**config.mk**
```make
export PLATFORM = sky130hd
export DESIGN_NAME = lighting_ctrl_regs_b
export DESIGN_NICKNAME = d
export VERILOG_FILES = /design/src/light_regs_pkg.sv /design/src/flash_timer_if.sv /design/src/lighting_ctrl_regs_b.sv /design/src/flash_timer.sv
export SDC_FILE = /design/constraint.sdc
export NUM_CORES = 1
export LEC_CHECK = 0
export BUFFER_PORTS_ARGS = -buffer_cell sky130_fd_sc_hd__buf_2
export CORE_MARGIN = 2
export CORE_UTILIZATION = 55
export CTS_CLUSTER_SIZE = 16
export DETAILED_ROUTE_END_ITERATION = 7
export GPL_ROUTABILITY_DRIVEN = 1
export GPL_TIMING_DRIVEN = 0
export PLACE_DENSITY_LB_ADDON = 0.3
export SLEW_MARGIN = 0
export SYNTH_ARGS = -nofsm -noshare
export SYNTH_HDL_FRONTEND = slang
export SYNTH_HIERARCHICAL = 1
export SYNTH_SLANG_ARGS = --single-unit
```
**constraint.sdc**
```tcl
create_clock -name core_clk -period 2.3 [get_ports core_clk]
set_input_delay 0.115 -clock core_clk [delete_from_list [all_inputs] [get_ports core_clk]]
set_output_delay 0.115 -clock core_clk [all_outputs]
set_load 0.02 [all_outputs]
```
**src/light_regs_pkg.sv**
```systemverilog
// shared constants and types for the lighting control register group
package light_regs_pkg;

  // ----------------------------------------------------------------
  // clock and flash timing
  // ----------------------------------------------------------------
  localparam int CLK_KHZ      = 40_000;
  localparam int FLASH_T0_MS  = 200;
  localparam int FLASH_T1_MS  = 400;
  localparam int FLASH_T2_MS  = 600;
  localparam int SAFETY_MS    = 1000;
  localparam int FLASH_T0_CYC = FLASH_T0_MS * CLK_KHZ;
  localparam int FLASH_T1_CYC = FLASH_T1_MS * CLK_KHZ;
  localparam int FLASH_T2_CYC = FLASH_T2_MS * CLK_KHZ;
  localparam int SAFETY_CYC   = SAFETY_MS * CLK_KHZ;
  localparam int TMR_W        = 26;

  // ----------------------------------------------------------------
  // register offsets
  // ----------------------------------------------------------------
  localparam logic [7:0] OFS_BOOST = 8'h0E;
  localparam logic [7:0] OFS_FLASH = 8'h10;
  localparam logic [7:0] OFS_PAT   = 8'h11;
  localparam logic [7:0] OFS_CAP1  = 8'h12;
  localparam logic [7:0] OFS_CAP2  = 8'h13;
  localparam logic [7:0] OFS_AUDIO = 8'h2A;

  // ----------------------------------------------------------------
  // reset values
  // ----------------------------------------------------------------
  localparam logic [2:0] BOOST_RST = 3'h7;
  localparam logic [6:0] FLASH_RST = 7'h00;
  localparam logic [3:0] PAT_RST   = 4'h0;
  localparam logic [5:0] CAP_RST   = 6'h00;
  localparam logic [7:0] AUDIO_RST = 8'h03;

  // ----------------------------------------------------------------
  // field positions
  // ----------------------------------------------------------------
  localparam int FL_EN    = 0;
  localparam int FL_LVL   = 1;
  localparam int FL_DUR   = 3;
  localparam int FL_PWM   = 5;
  localparam int FL_SAFE  = 6;
  localparam int PT_LOG   = 0;
  localparam int PT_LOOP  = 1;
  localparam int PT_RUN   = 2;
  localparam int PT_BLINK = 3;
  localparam int CAP_R    = 4;
  localparam int CAP_G    = 2;
  localparam int CAP_B    = 0;
  localparam int AU_GAIN  = 5;
  localparam int AU_MODE  = 4;
  localparam int AU_AGC   = 3;
  localparam int AU_SYNC  = 2;
  localparam int AU_SEL   = 0;
  localparam logic [1:0] DUR_PIN = 2'h3;

  // ----------------------------------------------------------------
  // types
  // ----------------------------------------------------------------
  typedef enum logic [1:0] {
    FREQ_1M00 = 2'b00,
    FREQ_1M67 = 2'b01,
    FREQ_2M00 = 2'b10
  } boost_freq_t;

  typedef enum logic [3:0] {
    S_IDLE  = 4'b0000,
    S_ADDR  = 4'b0001,
    S_AACK  = 4'b0010,
    S_PTR   = 4'b0011,
    S_PACK  = 4'b0100,
    S_WDAT  = 4'b0101,
    S_WACK  = 4'b0110,
    S_RDAT  = 4'b0111,
    S_RACK  = 4'b1000
  } ser_st_t;

endpackage : light_regs_pkg

```
**src/flash_timer_if.sv**
```systemverilog
// signals between the register group and the flash timer
`timescale 1ns/100ps
interface flash_timer_if;
  logic       trig;
  logic       abort;
  logic       hold_mode;
  logic       pin_level;
  logic       safety_en;
  logic [1:0] dur_code;
  logic       active;
  modport ctrl  (output trig, abort, hold_mode, pin_level, safety_en,
                 dur_code, input active);
  modport timer (input trig, abort, hold_mode, pin_level, safety_en,
                 dur_code, output active);
endinterface : flash_timer_if

```
**src/lighting_ctrl_regs_b.sv**
```systemverilog
// lighting control register group with serial slave and flash control
// Summary of operation
// - boost frequency: 1xx gives 2.00 MHz, 01x 1.67 MHz, 00x 1.00 MHz
// - safety enable bit limits the flash on-time
// - external pwm gate bit lets the pwm input chop the flash
// - duration codes 00/01/10 hold flash 200/400/600 ms
// - duration code 11 keeps flash on while the flash pin is high
// - flash current code selects quarter steps of full current
// - flash enable bit switches the flash driver on or off
// - blink start bit runs or stops the blinking sequences
// - run bit starts the pattern from command one, clear stops it
// - repeat bit clear runs once, set loops until stopped
// - curve bit picks intensity mapping mode 0 or 1
// - group one red/green/blue caps in bits 5-4, 3-2, 1-0
// - group two caps use the same steps and positions
// - audio gain code steps 3 dB from 0 to 21 dB
// - filter bit picks amplitude (0) or frequency (1) mode
// - agc bit enables automatic audio gain adjustment
// - sync bit enables audio-driven color control
// - input select: audio, temperature, light, none (reset value)
`timescale 1ns/100ps
module lighting_ctrl_regs_b
  import light_regs_pkg::*;
#(
  parameter logic [6:0] DEV_ADDR  = 7'h2C,  // arbitrary bus address
  parameter int         FL_T0_CYC = FLASH_T0_CYC,
  parameter int         FL_T1_CYC = FLASH_T1_CYC,
  parameter int         FL_T2_CYC = FLASH_T2_CYC,
  parameter int         SAFE_CYC  = SAFETY_CYC
) (
  // clock and reset
  input  wire logic  core_clk,
  input  wire logic  nrst,
  // serial control pins
  input  wire logic  scl_in,
  input  wire logic  sda_in,
  output logic       sda_out,
  output logic       sda_oe,
  // flash pins
  input  wire logic  flash_pin,
  input  wire logic  flash_external_pwm_gate,
  output logic       flash_drive,
  output logic [1:0] flash_current_level,
  // boost converter
  output boost_freq_t boost_freq_sel,
  // pattern generator
  input  wire logic  pattern_end,
  output logic       blink_run,
  output logic       pattern_run,
  output logic       pattern_start,
  output logic       pattern_loop,
  output logic       intensity_curve,
  // color driver current caps
  output logic [1:0] red_one_current_cap,
  output logic [1:0] green_one_current_cap,
  output logic [1:0] blue_one_current_cap,
  output logic [1:0] red_two_current_cap,
  output logic [1:0] green_two_current_cap,
  output logic [1:0] blue_two_current_cap,
  // audio sync and converter
  output logic [2:0] audio_gain_sel,
  output logic       audio_filter_freq,
  output logic       audio_agc_en,
  output logic       audio_sync_en,
  output logic [1:0] adc_input_sel
);

  typedef struct packed {
    ser_st_t    st;
    logic [3:0] bit_cnt;
    logic [7:0] shreg;
    logic [7:0] ptr;
    logic       rw;
    logic       oe;
    logic       scl_q;
    logic       sda_q;
    logic       pin_q;
    logic       run_q;
    logic [2:0] boost;
    logic [6:0] flash;
    logic [3:0] pat;
    logic [5:0] cap1;
    logic [5:0] cap2;
    logic [7:0] audio;
  } state_t;

  state_t cur_ff;
  state_t nxt_st;

  logic       scl_rise;
  logic       scl_fall;
  logic       bus_start;
  logic       bus_stop;
  logic       wr_en;
  logic [7:0] wr_addr;
  logic [7:0] wr_data;
  logic [7:0] rd_now;

  flash_timer_if ft ();

  // ----------------------------------------------------------------
  // register read decode
  // ----------------------------------------------------------------
  function automatic logic [7:0] rd_byte(input logic [7:0] a,
                                         input state_t s);
    case (a)
      OFS_BOOST: rd_byte = {5'h00, s.boost};
      OFS_FLASH: rd_byte = {1'b0, s.flash};
      OFS_PAT:   rd_byte = {4'h0, s.pat};
      OFS_CAP1:  rd_byte = {2'h0, s.cap1};
      OFS_CAP2:  rd_byte = {2'h0, s.cap2};
      OFS_AUDIO: rd_byte = s.audio;
      default:   rd_byte = 8'h00;
    endcase
  endfunction : rd_byte

  // boost frequency decode, low bit never matters
  function automatic boost_freq_t freq_dec(input logic [2:0] f);
    if (f[2]) begin
      freq_dec = FREQ_2M00;
    end else if (f[1]) begin
      freq_dec = FREQ_1M67;
    end else begin
      freq_dec = FREQ_1M00;
    end
  endfunction : freq_dec

  // ----------------------------------------------------------------
  // serial line events
  // ----------------------------------------------------------------
  assign scl_rise  = scl_in && !cur_ff.scl_q;
  assign scl_fall  = !scl_in && cur_ff.scl_q;
  assign bus_start = scl_in && cur_ff.scl_q && cur_ff.sda_q && !sda_in;
  assign bus_stop  = scl_in && cur_ff.scl_q && !cur_ff.sda_q && sda_in;
  assign wr_en     = cur_ff.st == S_WDAT && scl_fall &&
                     cur_ff.bit_cnt == 4'h8;
  assign wr_addr   = cur_ff.ptr;
  assign wr_data   = cur_ff.shreg;
  assign rd_now    = rd_byte(cur_ff.ptr, cur_ff);

  // next state: serial slave, register writes, pattern control
  always_comb begin
    nxt_st       = cur_ff;
    nxt_st.scl_q = scl_in;
    nxt_st.sda_q = sda_in;
    nxt_st.pin_q = flash_pin;
    nxt_st.run_q = cur_ff.pat[PT_RUN];
    if (bus_start) begin
      nxt_st.st      = S_ADDR;
      nxt_st.bit_cnt = 4'h0;
      nxt_st.oe      = 1'b0;
    end else if (bus_stop) begin
      nxt_st.st = S_IDLE;
      nxt_st.oe = 1'b0;
    end else begin
      case (cur_ff.st)
        S_IDLE: begin
          nxt_st.oe = 1'b0;
        end
        S_ADDR, S_PTR, S_WDAT: begin
          if (scl_rise) begin
            nxt_st.shreg   = {cur_ff.shreg[6:0], sda_in};
            nxt_st.bit_cnt = cur_ff.bit_cnt + 4'h1;
          end else if (scl_fall && cur_ff.bit_cnt == 4'h8) begin
            nxt_st.oe = 1'b1;
            case (cur_ff.st)
              S_ADDR: begin
                nxt_st.rw = cur_ff.shreg[0];
                if (cur_ff.shreg[7:1] == DEV_ADDR) begin
                  nxt_st.st = S_AACK;
                end else begin
                  nxt_st.st = S_IDLE;
                  nxt_st.oe = 1'b0;
                end
              end
              S_PTR: begin
                nxt_st.ptr = cur_ff.shreg;
                nxt_st.st  = S_PACK;
              end
              default: begin
                nxt_st.ptr = cur_ff.ptr + 8'h01;
                nxt_st.st  = S_WACK;
              end
            endcase
          end
        end
        S_AACK, S_PACK, S_WACK: begin
          if (scl_fall) begin
            nxt_st.bit_cnt = 4'h0;
            if (cur_ff.st == S_AACK && cur_ff.rw) begin
              nxt_st.shreg = rd_now;
              nxt_st.ptr   = cur_ff.ptr + 8'h01;
              nxt_st.oe    = !rd_now[7];
              nxt_st.st    = S_RDAT;
            end else begin
              nxt_st.oe = 1'b0;
              nxt_st.st = (cur_ff.st == S_AACK) ? S_PTR : S_WDAT;
            end
          end
        end
        S_RDAT: begin
          if (scl_fall) begin
            if (cur_ff.bit_cnt == 4'h7) begin
              nxt_st.oe = 1'b0;
              nxt_st.st = S_RACK;
            end else begin
              nxt_st.bit_cnt = cur_ff.bit_cnt + 4'h1;
              nxt_st.shreg   = {cur_ff.shreg[6:0], 1'b0};
              nxt_st.oe      = !cur_ff.shreg[6];
            end
          end
        end
        S_RACK: begin
          if (scl_rise && sda_in) begin
            nxt_st.st = S_IDLE;                 // master said no more
          end else if (scl_fall) begin
            nxt_st.shreg   = rd_now;
            nxt_st.ptr     = cur_ff.ptr + 8'h01;
            nxt_st.oe      = !rd_now[7];
            nxt_st.bit_cnt = 4'h0;
            nxt_st.st      = S_RDAT;
          end
        end
        default: begin
          nxt_st.st = S_IDLE;
          nxt_st.oe = 1'b0;
        end
      endcase
    end
    // single-shot pattern ends by itself, a write in the same cycle wins
    if (pattern_end && !cur_ff.pat[PT_LOOP]) begin
      nxt_st.pat[PT_RUN] = 1'b0;
    end
    // register writes keep only implemented bits
    if (wr_en) begin
      case (wr_addr)
        OFS_BOOST: nxt_st.boost = wr_data[2:0];
        OFS_FLASH: nxt_st.flash = wr_data[6:0];
        OFS_PAT:   nxt_st.pat   = wr_data[3:0];
        OFS_CAP1:  nxt_st.cap1  = wr_data[5:0];
        OFS_CAP2:  nxt_st.cap2  = wr_data[5:0];
        OFS_AUDIO: nxt_st.audio = wr_data;
        default:   nxt_st.ptr   = nxt_st.ptr;
      endcase
    end
  end

  // state register
  always_ff @(posedge core_clk or negedge nrst) begin
    if (!nrst) begin
      cur_ff       <= '0;
      cur_ff.st    <= S_IDLE;
      cur_ff.scl_q <= 1'b1;
      cur_ff.sda_q <= 1'b1;
      cur_ff.boost <= BOOST_RST;
      cur_ff.flash <= FLASH_RST;
      cur_ff.pat   <= PAT_RST;
      cur_ff.cap1  <= CAP_RST;
      cur_ff.cap2  <= CAP_RST;
      cur_ff.audio <= AUDIO_RST;
    end else begin
      cur_ff <= nxt_st;
    end
  end

  // ----------------------------------------------------------------
  // flash control
  // ----------------------------------------------------------------
  assign ft.trig      = cur_ff.flash[FL_EN] && flash_pin && !cur_ff.pin_q;
  assign ft.abort     = !cur_ff.flash[FL_EN];
  assign ft.hold_mode = cur_ff.flash[FL_DUR +: 2] == DUR_PIN;
  assign ft.pin_level = flash_pin;
  assign ft.safety_en = cur_ff.flash[FL_SAFE];
  assign ft.dur_code  = cur_ff.flash[FL_DUR +: 2];

  flash_timer #(
    .CNT_W (TMR_W),
    .T0    (FL_T0_CYC),
    .T1    (FL_T1_CYC),
    .T2    (FL_T2_CYC),
    .TSAFE (SAFE_CYC)
  ) u_flash_timer (
    .core_clk (core_clk),
    .nrst     (nrst),
    .ft       (ft)
  );

  // flash output gated by enable and optional external pwm
  assign flash_drive = ft.active && cur_ff.flash[FL_EN] &&
                       (!cur_ff.flash[FL_PWM] ||
                        flash_external_pwm_gate);
  assign flash_current_level = cur_ff.flash[FL_LVL +: 2];

  // ----------------------------------------------------------------
  // control outputs
  // ----------------------------------------------------------------
  assign sda_out         = 1'b0;
  assign sda_oe          = cur_ff.oe;
  assign boost_freq_sel  = freq_dec(cur_ff.boost);
  assign blink_run       = cur_ff.pat[PT_BLINK];
  assign pattern_run     = cur_ff.pat[PT_RUN];
  assign pattern_start   = cur_ff.pat[PT_RUN] && !cur_ff.run_q;
  assign pattern_loop    = cur_ff.pat[PT_LOOP];
  assign intensity_curve = cur_ff.pat[PT_LOG];

  // per-channel caps, same layout in both groups
  assign red_one_current_cap   = cur_ff.cap1[CAP_R +: 2];
  assign green_one_current_cap = cur_ff.cap1[CAP_G +: 2];
  assign blue_one_current_cap  = cur_ff.cap1[CAP_B +: 2];
  assign red_two_current_cap   = cur_ff.cap2[CAP_R +: 2];
  assign green_two_current_cap = cur_ff.cap2[CAP_G +: 2];
  assign blue_two_current_cap  = cur_ff.cap2[CAP_B +: 2];

  // audio and converter setup
  assign audio_gain_sel    = cur_ff.audio[AU_GAIN +: 3];
  assign audio_filter_freq = cur_ff.audio[AU_MODE];
  assign audio_agc_en      = cur_ff.audio[AU_AGC];
  assign audio_sync_en     = cur_ff.audio[AU_SYNC];
  assign adc_input_sel     = cur_ff.audio[AU_SEL +: 2];
endmodule : lighting_ctrl_regs_b

```
**src/flash_timer.sv**
```systemverilog
// flash on-time counter with fixed, pin-held and safety limits
`timescale 1ns/100ps
module flash_timer
  import light_regs_pkg::*;
#(
  parameter int CNT_W = TMR_W,
  parameter int T0    = FLASH_T0_CYC,
  parameter int T1    = FLASH_T1_CYC,
  parameter int T2    = FLASH_T2_CYC,
  parameter int TSAFE = SAFETY_CYC
) (
  // clock and reset
  input wire logic   core_clk,
  input wire logic   nrst,
  // control side
  flash_timer_if.timer ft
);

  typedef struct packed {
    logic             active;
    logic [CNT_W-1:0] cnt;
  } tmr_t;

  tmr_t cur_ff;
  tmr_t nxt_tmr;
  logic [CNT_W-1:0] lim;

  // ----------------------------------------------------------------
  // fixed duration per code
  // ----------------------------------------------------------------
  function automatic logic [CNT_W-1:0] dur_lim(input logic [1:0] c);
    case (c)
      2'h0:    dur_lim = CNT_W'(T0);
      2'h1:    dur_lim = CNT_W'(T1);
      default: dur_lim = CNT_W'(T2);
    endcase
  endfunction : dur_lim

  assign lim       = dur_lim(ft.dur_code);
  assign ft.active = cur_ff.active;

  // next state: start on trigger, stop on first limit reached
  always_comb begin
    nxt_tmr = cur_ff;
    if (!cur_ff.active) begin
      nxt_tmr.cnt = '0;
      if (ft.trig && !ft.abort) begin
        nxt_tmr.active = 1'b1;
      end
    end else begin
      nxt_tmr.cnt = cur_ff.cnt + 1'b1;
      if (ft.abort) begin
        nxt_tmr.active = 1'b0;
      end else if (ft.hold_mode && !ft.pin_level) begin
        nxt_tmr.active = 1'b0;
      end else if (!ft.hold_mode && cur_ff.cnt >= lim - 1'b1) begin
        nxt_tmr.active = 1'b0;
      end else if (ft.safety_en &&
                   cur_ff.cnt >= CNT_W'(TSAFE - 1)) begin
        nxt_tmr.active = 1'b0;
      end
    end
  end

  // state register
  always_ff @(posedge core_clk or negedge nrst) begin
    if (!nrst) begin
      cur_ff <= '0;
    end else begin
      cur_ff <= nxt_tmr;
    end
  end
endmodule : flash_timer

```
==> results.yml <==
yosys:
  synthMuxAreaShare_pct: 9.23
  synth_adder_area_share_pct: 4.36
  async_reset_ff_share_pct: 100
  synth-warning-count: 6
  ys_ff_latch: 91
  synth_flop_cell: "dfrtp_1"
  synth_top_family_by_area: "simple AND/OR/NAND/NOR gates"
  synthDistinctLibCells: 83
  synth_area_sq_um: 5730
  synthXorXnorAreaFrac_pct: 4.28
  synth_cells: 567
  ys_seq_area_share_pct: 39.9
  synth_edf_count: 0
  syn_area_per_cell_sq_um: 10.1
  synth-compound-area-share_pct: 14.1
  synthSimpleGateAreaFrac_pct: 21.2
pwr:
  ir_drop_mv: 0.345
  total_power_w: 0.00488
  power_leakage_nw: 3.04
  powerDensity_nw_per_um2: 769
layout:
  multi_input_area_sq_um: 3070
  final_util_pct: 62.0
  antenna_cells: 0
  area_growth_pct: 10.6
  nNetsFinal: 648
  regArea_sq_um: 2290
  nFillCells: 861
  drive_gt1_share_pct: 25.7
setup_path:
  reg2regPathDepth: 6
  crit_start: "cur_ff[61]"
  required_ns: 2.55
  worstPathArrival_ns: 2.49
  r2r_slack_ns: 0.06
  cp-start-kind: "register"
  worstReg2RegStart: "cur_ff[61]"
  path_class: "reg -> reg"
  crit_end: "wr_data[5]"
  critPathMaxFanout: 10
  r2r_end: "wr_data[5]"
  endpoint_kind: "register"
floorplanning:
  die_height_um: 106
  fp.coreArea_sq_um: 10200
  die_w_um: 106
  die_area_sq_um: 11300
  start_util_pct: 56.0
  pin_count: 39
  num_rows: 37
clocking:
  cts_root_buf: "clkbuf_8"
  htree_levels: 3
  cts_setup_buffers: 0
  cts_tree: "built"
  cts_sinks: 91
  clk_pin_slew_ns: 0.09
  cts_buffers: 9
  clock_path_buffers: 2
  worstSkewPairLatency_ns: 0.36
timing:
  finalWorstSetupSlack_ns: 0.0572
  hold_slack_ns: 0.191
  slew_headroom_pct: 59.2
  fin_crit_sh_pct: 97.5
  clock.fmax_ghz: 0.446
  fin_tns_setup_ns: 0
  tightest_slew_ns: 0.610
  maxSlewViolCount: 0
  clock_skew_ns: 0.0160
  hold_viol_final: 0
  setup_violations: 0
  min_period_ns: 2.24
routing:
  dr.pass1.iters: 6
  via_per_inst: 6.03
  post-route-drc-count: 0
  vias: 4595
  routedWlPerCell_um: 17.2
  drtAntennaViolNets: 0
  routed_wl_um: 13100
  drt_iter0_drc: 253
placement:
  place_ws_ns: 0.0945
  io_buffers: 37
  dp_hpwl_um: 9620
  gp_congestion: 0.899
global_route:
  gr-usage-all-layers_pct: 25.0
  grt_overflow: 0
  antenna_found_initial: 0
  grt_max_degree: 62
  grt_first_pass_wirelength_um: 22500
  first_global_vias: 4486
job:
  drv_cap: 0
outcome:
  status: "finished, final reports clean"
min_path:
  hold_path_class: "in -> reg"
-- cells in the mapped netlist (13+ instances only) --
cell	number	share of area, %
a21oi_1	22	1.9
and2_1	27	2.9
buf_4	24	3.1
clkbuf_1	13	0.85
dfrtp_1	84	37
ha_1	20	4.4
inv_1	19	1.2
mux2_2	35	6.9
nand2_1	39	2.6
nand3_1	21	1.8
nor2_1	18	1.2
o21ai_0	21	1.8
xor2_1	20	3.1
-- logic make-up (layout without fill, tap and decap cells) --
kind of cell	count (synthesis)	in the layout
AO/OA/AOI/OAI	112	112
XOR/XNOR	28	28
adder cells (fa/ha/maj)	20	20
buffers and inverters	67	125
flip-flops	91	91
multiplexers	45	45
other	3	4
AND/OR/NAND/NOR	201	201
-- state kept, by name, indices dropped and copies added, names as in the netlist, 2 cells and up --
name,cells
u_flash_timer/cur_ff,26
cur_ff,21
wr_addr,8
wr_data,8
audio_gain_sel,3
adc_input_sel,2
blue_one_current_cap,2
blue_two_current_cap,2
flash_current_level,2
green_one_current_cap,2
green_two_current_cap,2
red_one_current_cap,2
red_two_current_cap,2
-- critical path, cell delays in order (launching register included) --
cell	delay [ns]
dfrtp_1	0.38
buf_6	0.13
or3_1	0.42
nand3_2	0.23
clkbuf_1	0.45
o21ai_0	0.21
mux2_4	0.30
-- placed cells by master (no fill, tap or decap), types with 4 or more instances in the layout --
cell           Yosys  final
xnor2_1            8      8
nor3_1            12     12
dfstp_2            7      7
nor2b_1           11     11
or3_1              4      4
dlygate4sd3_1      0      4
nor2_1            18     18
clkbuf_1          13     13
xor2_1            20     20
buf_4             24     25
a21oi_1           22     22
conb_1             3      4
nor3b_1            4      4
buf_2              4     40
mux2_4             7      7
buf_6              5      5
and2_1            27     27
and3_1             5      5
a22oi_1           11     11
o21ai_0           21     21
nand3_1           21     21
mux2_2            35     35
nor4_1            10     10
a21o_1             4      4
nand2_1           39     39
a32oi_1            4      4
ha_1              20     20
nand4_1           11     11
inv_1             19     19
dfrtp_1           84     83
clkbuf_8           0      9
and4_1             5      5
-- per-stage QoR --
stage | area, sq um | instances
floorplan | 5740 | 568
global placement | 6090 | 741
detailed placement | 6120 | 742
CTS | 6330 | 762
global route | 6340 | 762
finish | 6340 | 762
-- what timing repair did --
action | CTS | global route
setup endpoints to repair | 0 | 13
hold endpoints to repair | 31 | 0
hold buffers | 4 | 0
resized for setup | 0 | 7
-- per-layer routing --
| metal | up-vias | part of all wire, % | GRT usage (%) |
|---|---|---|---|
| met5 | - | 0 | 0 |
| met1 | 2242 | 46 | 34.6 |
| met2 | 156 | 46 | 39.4 |
| li1 | 2166 | - | - |
| met4 | 0 | 2.2 | 8.46 |
| met3 | 31 | 5.6 | 5.27 |
-- worst min-delay path by stage --
stage | startpoint | endpoint | cells after the start
floorplan | nrst | audio_agc_en | 0
detailed placement | nrst | u_flash_timer/cur_ff[22] | 1
finish | pattern_end | pattern_run | 4
global route | pattern_end | pattern_run | 4
CTS | pattern_end | pattern_run | 4
global placement | flash_pin | cur_ff[35] | 1
-- final cells by class --
type / count / area share, %
clock buffers: 11 / 2.07
plain buffers: 46 / 4.85
well taps: 136 / 2.68
clock inverters: 5 / 0.592
flip-flops and latches: 91 / 36.1
inverters: 21 / 1.24
multi-input cells: 410 / 48.5
repair buffers: 42 / 4.02
-- power breakdown --
part           total, W  switching (W)  leakage (nW)  internal [W]
clock network  0.000970       0.000573        0.0799      0.000398
registers       0.00201       0.000261          1.22       0.00175
logic           0.00189        0.00111          1.74      0.000784
No activity file was read; power rests on OpenSTA's default activity.
